`config.mk`:
```
export PLATFORM = sky130hd
export DESIGN_NAME = adaptive_fir_7tap
export DESIGN_NICKNAME = d
export VERILOG_FILES = /design/src/rtl/adaptive_fir_7tap.v /design/src/rtl/result_buffer2.v
export VERILOG_INCLUDE_DIRS = /design/src /design/src/common
export SDC_FILE = /design/constraint.sdc
export NUM_CORES = 2
export LEC_CHECK = 0
export BUFFER_PORTS_ARGS = -buffer_cell sky130_fd_sc_hd__buf_2
export CAP_MARGIN = 0
export CORE_MARGIN = 3
export CORE_UTILIZATION = 50
export DETAILED_ROUTE_END_ITERATION = 7
export GPL_TIMING_DRIVEN = 0
export MAX_ROUTING_LAYER = met4
export PLACE_DENSITY = 0.64
export SYNTH_ARGS = -nofsm -noshare
export SYNTH_HDL_FRONTEND = slang
export SYNTH_HIERARCHICAL = 1
export SYNTH_SLANG_ARGS = --single-unit
```
`constraint.sdc`:
```
create_clock -name core_clk -period 33.3 [get_ports core_clk]
set_clock_uncertainty 0.2 [all_clocks]
set_input_delay 1.665 -clock core_clk [delete_from_list [all_inputs] [get_ports core_clk]]
set_output_delay 1.665 -clock core_clk [all_outputs]
set_load 0.01 [all_outputs]
```
`src/common/adaptive_fir_7tap_map.vh`:
```
`ifndef ADAPTIVE_FIR_7TAP_MAP_VH
`define ADAPTIVE_FIR_7TAP_MAP_VH

// ----------------------------------------------------------------
// widths
// ----------------------------------------------------------------
`define FIR_TAPS 7
`define FIR_SAMPLE_W 9
`define FIR_COEF_W 9
`define FIR_RESULT_W 20

// ----------------------------------------------------------------
// field positions
// ----------------------------------------------------------------
`define FIR_SAMPLE_MSB 8
`define FIR_COEF_SIGN 8
`define FIR_COEF_MAG_MSB 7

// ----------------------------------------------------------------
// latencies in sample clock falling edges
// ----------------------------------------------------------------
`define FIR_LAT_FIRST 3
`define FIR_LAT_FOURTH 4
`define FIR_LAT_SEVENTH 9
`define FIR_LAT_DELAYED 9
`define FIR_LAT_RESULT 11

// ----------------------------------------------------------------
// reset values
// ----------------------------------------------------------------
`define FIR_SAMPLE_RESET 9'h000
`define FIR_COEF_RESET 9'h000
`define FIR_RESULT_RESET 20'h00000

`endif

```
`src/rtl/adaptive_fir_7tap.v`:
```
// How it works
// - output sums seven delayed samples times seven coefficients, 20 bits
// - format select low means two's complement input, high means binary
// - samples are captured on each falling sample clock edge while the result buffer has room
// - coefficients are sign bit plus eight magnitude bits
// - coefficient taken on falling load clock edge while load enable high
// - tap outputs are two's complement whatever the input format
// - tap outputs change on falling sample clock edges
// - 20-bit two's complement result queued on falling sample clock edges into a two-word buffer, popped by result_ready
// - delayed copy of input, unchanged format, for cascading
// - result appears eleven sample edges after its newest sample enters
// - tap latencies: first 3, fourth 4, seventh 9, delayed copy 9
`timescale 1ns/100ps
`default_nettype none
`include "adaptive_fir_7tap_map.vh"

module adaptive_fir_7tap #(
    parameter TAPS = `FIR_TAPS
) (
    input wire core_clk,
    input wire rst,
    input wire sample_clock,
    input wire [`FIR_SAMPLE_MSB:0] sample_in,
    input wire format_select,
    input wire load_clock,
    input wire load_enable,
    input wire [`FIR_COEF_W-1:0] coef_in,
    input wire result_ready,
    output wire sample_ready,
    output reg [`FIR_SAMPLE_MSB:0] tap_out_first,
    output reg [`FIR_SAMPLE_MSB:0] tap_out_fourth,
    output reg [`FIR_SAMPLE_MSB:0] tap_out_seventh,
    output reg [`FIR_SAMPLE_MSB:0] delayed_sample_out,
    output wire [`FIR_RESULT_W-1:0] result_out,
    output wire result_valid
);

    // ------------------------------------------------------------
    // sizing
    // ------------------------------------------------------------
    // window starts here so prod lands at 10 and buffer at 11
    localparam WIN = `FIR_LAT_RESULT - 2;
    localparam DEPTH = WIN + TAPS;
    localparam PROD_W = `FIR_SAMPLE_W + `FIR_COEF_W + 1;

    // ------------------------------------------------------------
    // format helpers
    // ------------------------------------------------------------
    // straight binary is offset by half scale: flip the top bit
    function [`FIR_SAMPLE_MSB:0] to_twos;
        input [`FIR_SAMPLE_MSB:0] s;
        input binary;
        begin
            to_twos = binary ? {~s[`FIR_SAMPLE_MSB], s[`FIR_SAMPLE_MSB-1:0]}
                             : s;
        end
    endfunction

    // sign plus magnitude to two's complement, one bit wider
    function [`FIR_COEF_W:0] coef_value;
        input [`FIR_COEF_W-1:0] c;
        reg [`FIR_COEF_W:0] mag;
        begin
            mag = {2'b00, c[`FIR_COEF_MAG_MSB:0]};
            coef_value = c[`FIR_COEF_SIGN] ? (~mag + 1'b1) : mag;
        end
    endfunction

    // ------------------------------------------------------------
    // edge detection on the slow pins
    // ------------------------------------------------------------
    reg sclk_prev;
    reg lclk_prev;
    wire sample_fall;
    wire load_fall;
    wire advance;
    wire buf_ready;

    // pins are synchronous to core_clk, so one flop suffices
    always @(posedge core_clk or posedge rst) begin
        if (rst) begin
            sclk_prev <= 1'b0;
            lclk_prev <= 1'b0;
        end else begin
            sclk_prev <= sample_clock;
            lclk_prev <= load_clock;
        end
    end

    assign sample_fall = sclk_prev & ~sample_clock;
    assign load_fall = lclk_prev & ~load_clock;
    // a full result buffer freezes the whole pipeline, no word dropped
    assign advance = sample_fall & buf_ready;
    assign sample_ready = buf_ready;

    // ------------------------------------------------------------
    // sample delay line and coefficient chain
    // ------------------------------------------------------------
    reg [`FIR_SAMPLE_MSB:0] line [0:DEPTH-1];
    // format bit per sample, so a select change never rereads old samples
    reg fmt_line [0:DEPTH-1];
    reg [`FIR_COEF_W-1:0] coef [0:TAPS-1];
    reg signed [PROD_W-1:0] prod [0:TAPS-1];

    // raw samples kept so the cascade copy keeps its format
    always @(posedge core_clk or posedge rst) begin
        if (rst) begin
            line[0] <= `FIR_SAMPLE_RESET;
            fmt_line[0] <= 1'b0;
        end else if (advance) begin
            line[0] <= sample_in;
            fmt_line[0] <= format_select;
        end
    end

    // coefficients are live: reloading never pauses filtering
    always @(posedge core_clk or posedge rst) begin
        if (rst) begin
            coef[0] <= `FIR_COEF_RESET;
        end else if (load_fall && load_enable) begin
            coef[0] <= coef_in;
        end
    end

    genvar i;
    generate
        for (i = 1; i < DEPTH; i = i + 1) begin : g_line
            always @(posedge core_clk or posedge rst) begin
                if (rst) begin
                    line[i] <= `FIR_SAMPLE_RESET;
                    fmt_line[i] <= 1'b0;
                end else if (advance) begin
                    line[i] <= line[i-1];
                    fmt_line[i] <= fmt_line[i-1];
                end
            end
        end
        for (i = 1; i < TAPS; i = i + 1) begin : g_coef
            // shift only on enabled load edges, otherwise hold
            always @(posedge core_clk or posedge rst) begin
                if (rst) begin
                    coef[i] <= `FIR_COEF_RESET;
                end else if (load_fall && load_enable) begin
                    coef[i] <= coef[i-1];
                end
            end
        end
        for (i = 0; i < TAPS; i = i + 1) begin : g_prod
            // one registered multiply per tap keeps the adder tree short
            always @(posedge core_clk or posedge rst) begin
                if (rst) begin
                    prod[i] <= {PROD_W{1'b0}};
                end else if (advance) begin
                    prod[i] <= $signed(to_twos(line[WIN+i],
                        fmt_line[WIN+i]))
                        * $signed(coef_value(coef[i]));
                end
            end
        end
    endgenerate

    // ------------------------------------------------------------
    // adder
    // ------------------------------------------------------------
    reg signed [`FIR_RESULT_W-1:0] sum;
    integer k;

    // worst case 7 * 256 * 255 still fits in 20 bits
    always @* begin
        sum = {`FIR_RESULT_W{1'b0}};
        for (k = 0; k < TAPS; k = k + 1) begin
            sum = sum + {{(`FIR_RESULT_W-PROD_W){prod[k][PROD_W-1]}},
                prod[k]};
        end
    end

    // ------------------------------------------------------------
    // tap and cascade outputs
    // ------------------------------------------------------------
    // output on edge L holds line[L-1], i.e. L edges after capture
    always @(posedge core_clk or posedge rst) begin
        if (rst) begin
            tap_out_first <= `FIR_SAMPLE_RESET;
            tap_out_fourth <= `FIR_SAMPLE_RESET;
            tap_out_seventh <= `FIR_SAMPLE_RESET;
            delayed_sample_out <= `FIR_SAMPLE_RESET;
        end else if (advance) begin
            tap_out_first <= to_twos(line[`FIR_LAT_FIRST-1],
                fmt_line[`FIR_LAT_FIRST-1]);
            tap_out_fourth <= to_twos(line[`FIR_LAT_FOURTH-1],
                fmt_line[`FIR_LAT_FOURTH-1]);
            tap_out_seventh <= to_twos(line[`FIR_LAT_SEVENTH-1],
                fmt_line[`FIR_LAT_SEVENTH-1]);
            delayed_sample_out <= line[`FIR_LAT_DELAYED-1];
        end
    end

    // ------------------------------------------------------------
    // result buffer
    // ------------------------------------------------------------
    // sum enters on the sample edge: prod at 10, buffer head at 11
    result_buffer2 #(
        .WIDTH(`FIR_RESULT_W)
    ) u_result_buffer (
        .core_clk(core_clk),
        .rst(rst),
        .in_valid(advance),
        .in_data(sum),
        .in_ready(buf_ready),
        .out_valid(result_valid),
        .out_data(result_out),
        .out_ready(result_ready)
    );

endmodule

`default_nettype wire

```
`src/rtl/result_buffer2.v`:
```
`timescale 1ns/100ps
`default_nettype none

// ----------------------------------------------------------------
// two-entry buffer, all outputs registered
// ----------------------------------------------------------------
module result_buffer2 #(
    parameter WIDTH = 20
) (
    input wire core_clk,
    input wire rst,
    input wire in_valid,
    input wire [WIDTH-1:0] in_data,
    output reg in_ready,
    output reg out_valid,
    output reg [WIDTH-1:0] out_data,
    input wire out_ready
);

    reg [WIDTH-1:0] spare;
    reg [1:0] count;
    reg [1:0] next_count;
    wire push;
    wire pop;

    assign push = in_valid & in_ready;
    assign pop = out_valid & out_ready;

    // occupancy after this cycle
    always @* begin
        next_count = count;
        if (push && !pop) begin
            next_count = count + 2'd1;
        end else if (pop && !push) begin
            next_count = count - 2'd1;
        end
    end

    // head lives in out_data so the output is a plain flop
    always @(posedge core_clk or posedge rst) begin
        if (rst) begin
            count <= 2'd0;
            in_ready <= 1'b1;
            out_valid <= 1'b0;
            out_data <= {WIDTH{1'b0}};
            spare <= {WIDTH{1'b0}};
        end else begin
            count <= next_count;
            in_ready <= (next_count != 2'd2);
            out_valid <= (next_count != 2'd0);
            if (push && !pop) begin
                if (count == 2'd0) begin
                    out_data <= in_data;
                end else begin
                    spare <= in_data;
                end
            end else if (pop && !push) begin
                out_data <= spare;
            end else if (pop && push) begin
                if (count == 2'd1) begin
                    out_data <= in_data;
                end else begin
                    out_data <= spare;
                    spare <= in_data;
                end
            end
        end
    end

endmodule

`default_nettype wire

```
# --- After elaboration in Yosys (flattened, before gate mapping) ---
# Cells that the tools add are included.
op_classes:
  eq_ne: 6
  add_sub_neg: 15
  reduce_logical: 12
  mul: 7
  bitwise: 24
  mux: 29
op_table:
  columns: ["operator", "count"]
  rows:
  - ["two-way mux 20 bit", 10]
  - ["multiplier 9 x 10 -> 19 bit", 7]
  - ["adder 20 bit", 5]
  - ["two-way mux 9 bit", 10]
  - ["adder 10 x 1 -> 10 bit, second input constant", 7]
  - ["two-way mux 10 bit", 7]
  - ["inverter 8 -> 10 bit", 7]
  - ["adder 19 x 19 -> 20 bit", 1]
  - ["inverter 1 bit", 12]
  - ["inequality test 2 bit, second input constant", 3]
  - ["bitwise AND 1 bit", 5]
  - ["logical AND 1 bit", 4]
  - ["two-way mux 2 bit", 2]
  - ["inequality test 2 x 1 -> 1 bit, second input constant", 2]
  - ["AND reduction 4 bit", 1]
  - ["nonzero test 2 bit", 2]
  - ["nonzero test 3 bit", 1]
  - ["adder 2 x 1 -> 2 bit, second input constant", 1]
  - ["== test 2 x 1 -> 1 bit, second input constant", 1]
  - ["zero test 1 bit", 2]
  - ["zero test 2 bit", 1]
  - ["AND reduction 2 bit", 1]
  - ["subtractor 2 x 1 -> 2 bit, second input constant", 1]
word_totals:
  elab_cells: 149
  register_bits: 429
  inputBits: 25

# --- Depth between registers and ports, before layout ---
depth:
  depth_word: 10
  depth_mapped: 26
  ltp_nobuf: 25

# --- By module ---
# Netlist, hierarchy kept.
modules_own_cells:
  columns: ["module", "n_inst", "seq_area_each_um2", "cells_each", "area_per_inst_um2"]
  rows:
  - ["adaptive_fir_7tap", 1, 9033.7, 4343, 40247.4]
  - ["result_buffer2", 1, 1102.3, 146, 2054.5]

# --- Worst setup path before layout ---
# OpenSTA, ideal clock, no wires.
synth_path:
  kind: "register to register"
  from: "register coef[11] in the netlist's numbering"
  to: "register prod[36] in the netlist's numbering"
  arrival_ns: 5.591
  n_path_buf: 0
  slack_ns: 27.376
  t_required_ns: 32.967
  path_stages_with_launch: 23
  cell_sequence: "dfrtp_1 -> or3_1 -> o31ai_1 -> nand2_1 -> xor2_1 -> nand2_1 -> fa_1 -> inv_1 -> fa_1 -> inv_1 -> fa_1 -> fa_1 -> fa_1 -> inv_1 -> ha_1 -> inv_1 -> o21bai_1 -> nand2_1 -> a21boi_0 -> nand3_1 -> a21oi_1 -> xnor2_1 -> o21ai_0"
synth_via:
  elab_chain_len: 4
synth_lines:
  columns: ["element", "line", "text"]
  rows:
  - ["start, declared", "adaptive_fir_7tap.v:102", "reg [`FIR_COEF_W-1:0] coef [0:TAPS-1];"]
  - ["start signal, assigned by index", "adaptive_fir_7tap.v:142", "coef[i] <= `FIR_COEF_RESET;"]
  - ["start signal, assigned by index", "adaptive_fir_7tap.v:144", "coef[i] <= coef[i-1];"]
  - ["inverter 8 -> 10 bit", "adaptive_fir_7tap.v:65", "coef_value = c[`FIR_COEF_SIGN] ? (~mag + 1'b1) : mag;"]
  - ["adder 10 x 1 -> 10 bit", "adaptive_fir_7tap.v:65", null]
  - ["two-way mux 10 bit *", "adaptive_fir_7tap.v:65", null]
  - ["multiplier 9 x 10 -> 19 bit *", "adaptive_fir_7tap.v:156", "* $signed(coef_value(coef[i]));"]
  - ["end signal, assigned by index", "adaptive_fir_7tap.v:152", "prod[i] <= {PROD_W{1'b0}};"]
  - ["end signal, assigned by index", "adaptive_fir_7tap.v:154", "prod[i] <= $signed(to_twos(line[WIN+i],"]
  - ["end, declared", "adaptive_fir_7tap.v:103", "reg signed [PROD_W-1:0] prod [0:TAPS-1];"]
# Every way passes the cells marked *; elsewhere a longest branch is shown, timed or not.
# A chain may end at the register's enable or synchronous reset.

# --- Worst setup path after layout ---
layout_path:
  from: "register coef[45] in the netlist's numbering"
  to: "register prod[110] in the netlist's numbering"
# Same word-level chain as after synthesis.

==> qor.txt <==
Status = finished, violations left
Failing checks = max-capacitance violations, max-slew violations
WS Path Type = reg2reg
First-pass GRT wire length = 179000 microns
Clock slew seen by the registers of the worst setup and hold paths = 0.06 ns
Yosys warning count = 6
Total track usage = 26.5%
Worst Max-Slew Pin Slew = 1.54 ns
Postcts setup bufs = 0
Sequential area share after synthesis = 24.0%
Worst VDD drop = 0.105 mV
Async set-or-reset flop fraction in the synthesized netlist = 100%
Root Driver = clkbuf_16
WHS = 0.261 ns
EDFF count, synth = 0
Share of layout cells above drive strength 1 = 6.74%
Post-cts sizing count = 0
WL/cell = 19.1 microns
First-iteration detailed-routing DRC count = 1796
Unique masters post-synth = 58
Initial antenna violation count = 2
Max-slew violation count = 11
Dpl cells = 5709
Peak Freq = 0.139 GHz
CP dominant cell by count = fa_1
Hold WC Path Type = reg2reg
Initial Util = 50.5%
GPL Wtd Cong = 0.896
Worst Setup End Kind = register
Die width = 297 microns
# Max-Cap Violations = 1
CP Cell Sequence = clkbuf_1, inv_1, ha_1, nand2_1, nand2_1, xnor2_1, nand2_1, fa_1, fa_1, inv_1, fa_1, fa_1, inv_1, fa_1, inv_1, ha_1, o21ai_0, a21boi_0, o21ai_0, a21boi_0, o21bai_1, or3_1, nand3_1
# nets final = 5593
RSZ-0062 raised after global routing = false
GRT overflow = 0
Final setup vio count = 0
Leak pwr = 0.0243 uW
Tcrit/Tclk final = 21.5%
Die area = 88100 sq um
Clock Sink Count = 405
Worst slew margin = -2.66%
HPWL Detailed = 88600 microns
Most used flip-flop cell after synthesis = dfrtp_1
Largest net degree at the start of global routing = 129
Worst Path Max Fanout = 10
IO Port Bufs = 82
CP max stage cell = xnor2_1
Worst-Skew Late Latency = 0.60 ns
N_diodes = 0
Min cycle time layout = 7.17 ns
Area leader, netlist = fa_1
Most frequent cells in the layout = 1045 x nand2_1, 713 x inv_1, 631 x fa_1, 404 x dfrtp_1, 311 x ha_1
Final Hold Fails = 0
TritonCTS Buffers = 49
Drt drc = 0
Total Neg Setup Slack = 0 ns
Placed cell areas = 44200 sq um
Vias in the first global route = 31600
Power Density = 105 nW/um^2
CTS Hold Buffers Added = 0
Placeable Area = 83700 sq um
H-tree lvl count = 2
Synthesized net count = 5456
Max incr delay on CP = 0.84 ns
DR pass1 iterations = 5
Post-route insts no fill = 5795
Row Count = 106
Critical path required time = 33.63 ns
DR vias/cell = 5.19
Cell area after synthesis = 42300 sq um
Die Span Y = 297 microns
Num ports = 83
TritonCTS clock tree = yes
Antenna Violating Nets Remaining = 0
Critical Path Source Type = register
Flops & latches, synth = 405
CTS Buffer Depth = 3
Worst path arrival time = 7.50 ns
Final Instance Area = 45900 sq um
Total vias in the final route = 30100
Mapped Cells = 4489
Final wirelength = 111000 microns
Pwr Total = 4840 uW
Ranking of synthesized cells by area = fa_1 30%, dfrtp_1 24%, nand2_1 9.3%, ha_1 9.2%, inv_1 6.3%
Top-area cell type share of the netlist area = 29.9%
Commonest non-fill, non-tap cell in the layout = nand2_1
Synthesis-to-layout area growth = 8.55%
Post-synthesis average cell area = 9.42 sq um
-- worst max-delay path, delay by kind of cell (launching register included) --
family                     cells  cell delay, ns
AOI/OAI and AO/OA              5            1.08
xor gates and xnor gates       1            0.84
adders and majority gates      7            3.09
buffers and inverters          5            0.76
DFF                            1            0.37
and+or+nand+nor                5            0.78
-- through the flow --
step,setup slack [ns],utilization [%]
2_1_floorplan,21.42,-
3_3_place_gp,16.69,52.7
3_5_place_dp,26.25,52.9
4_1_cts,26.21,54.9
5_1_grt,25.68,54.9
6_report,26.13,54.9
-- worst paths after layout --
check	start	endpoint	slack (ns)	depth (start not counted)
max in group asynchronous	rst	fmt_line[3]	30.71	4
min in group asynchronous	rst	u_result_buffer/count[0]	0.88	2
worst min register to register	line[90]	line[81]	0.26	2
worst max-delay path	coef[45]	prod[110]	26.13	23
worst min-delay path	line[90]	line[81]	0.26	2
worst max register to register	coef[45]	prod[110]	26.13	23
-- area by class of cell --
type	instances	area (sq um)
clock buffer	70	1460
inverter	716	2700
fill	7622	37800
timing repair buffer	86	513
buffer	200	906
multi-input combinational	3168	28600
clock inverter	16	219
tap	1134	1420
sequential	405	10100
-- kinds of logic after synthesis --
| kind of cell | share of synthesized area (%) |
|---|---|
| AND/OR/NAND/NOR | 16.2 |
| multiplexers | 2.30 |
| flip-flops | 24.0 |
| buffers and inverters | 8.49 |
| AO/OA/AOI/OAI | 6.33 |
| XOR/XNOR | 3.62 |
| adder cells (fa/ha/maj) | 39.1 |
-- layer usage --
layer / vias up / GRT usage [%] / wire length (microns)
met5: - / - / 0
met4: 0 / 6.48 / 2920
met3: 149 / 2.95 / 5760
met2: 643 / 42.9 / 53100
met1: 15200 / 36.1 / 48800
li1: 14000 / - / -
-- flip-flops by register name, summed over array words and instances, names as in the netlist, 2 cells and up --
register                  cells
coef                         63
u_result_buffer/out_data     20
tap_out_seventh               9
u_result_buffer/count         2
fmt_line                     16
line                        135
u_result_buffer/spare        20
prod                        133
-- synth_stat cells, drive strengths merged (35+ instances only) --
cell type and n:
o31ai 42, nand2 1046, xor2 35, o21ai 131
ha 311, xnor2 140, a21oi 76, fa 631
mux2 70, clkbuf 152, o21a 42, buf 48
and2 224, nor2 102, nor3 41, inv 716
dfrtp 404
-- report_power, final --
group	internal, uW	switching [uW]	leakage (uW)	total, uW
Clock	342	221	0.000828	563
Sequential	676	179	0.00533	855
Combinational	1340	2080	0.0181	3420
Total	2360	2480	0.0243	4840
(Power assumes the default switching activity.)
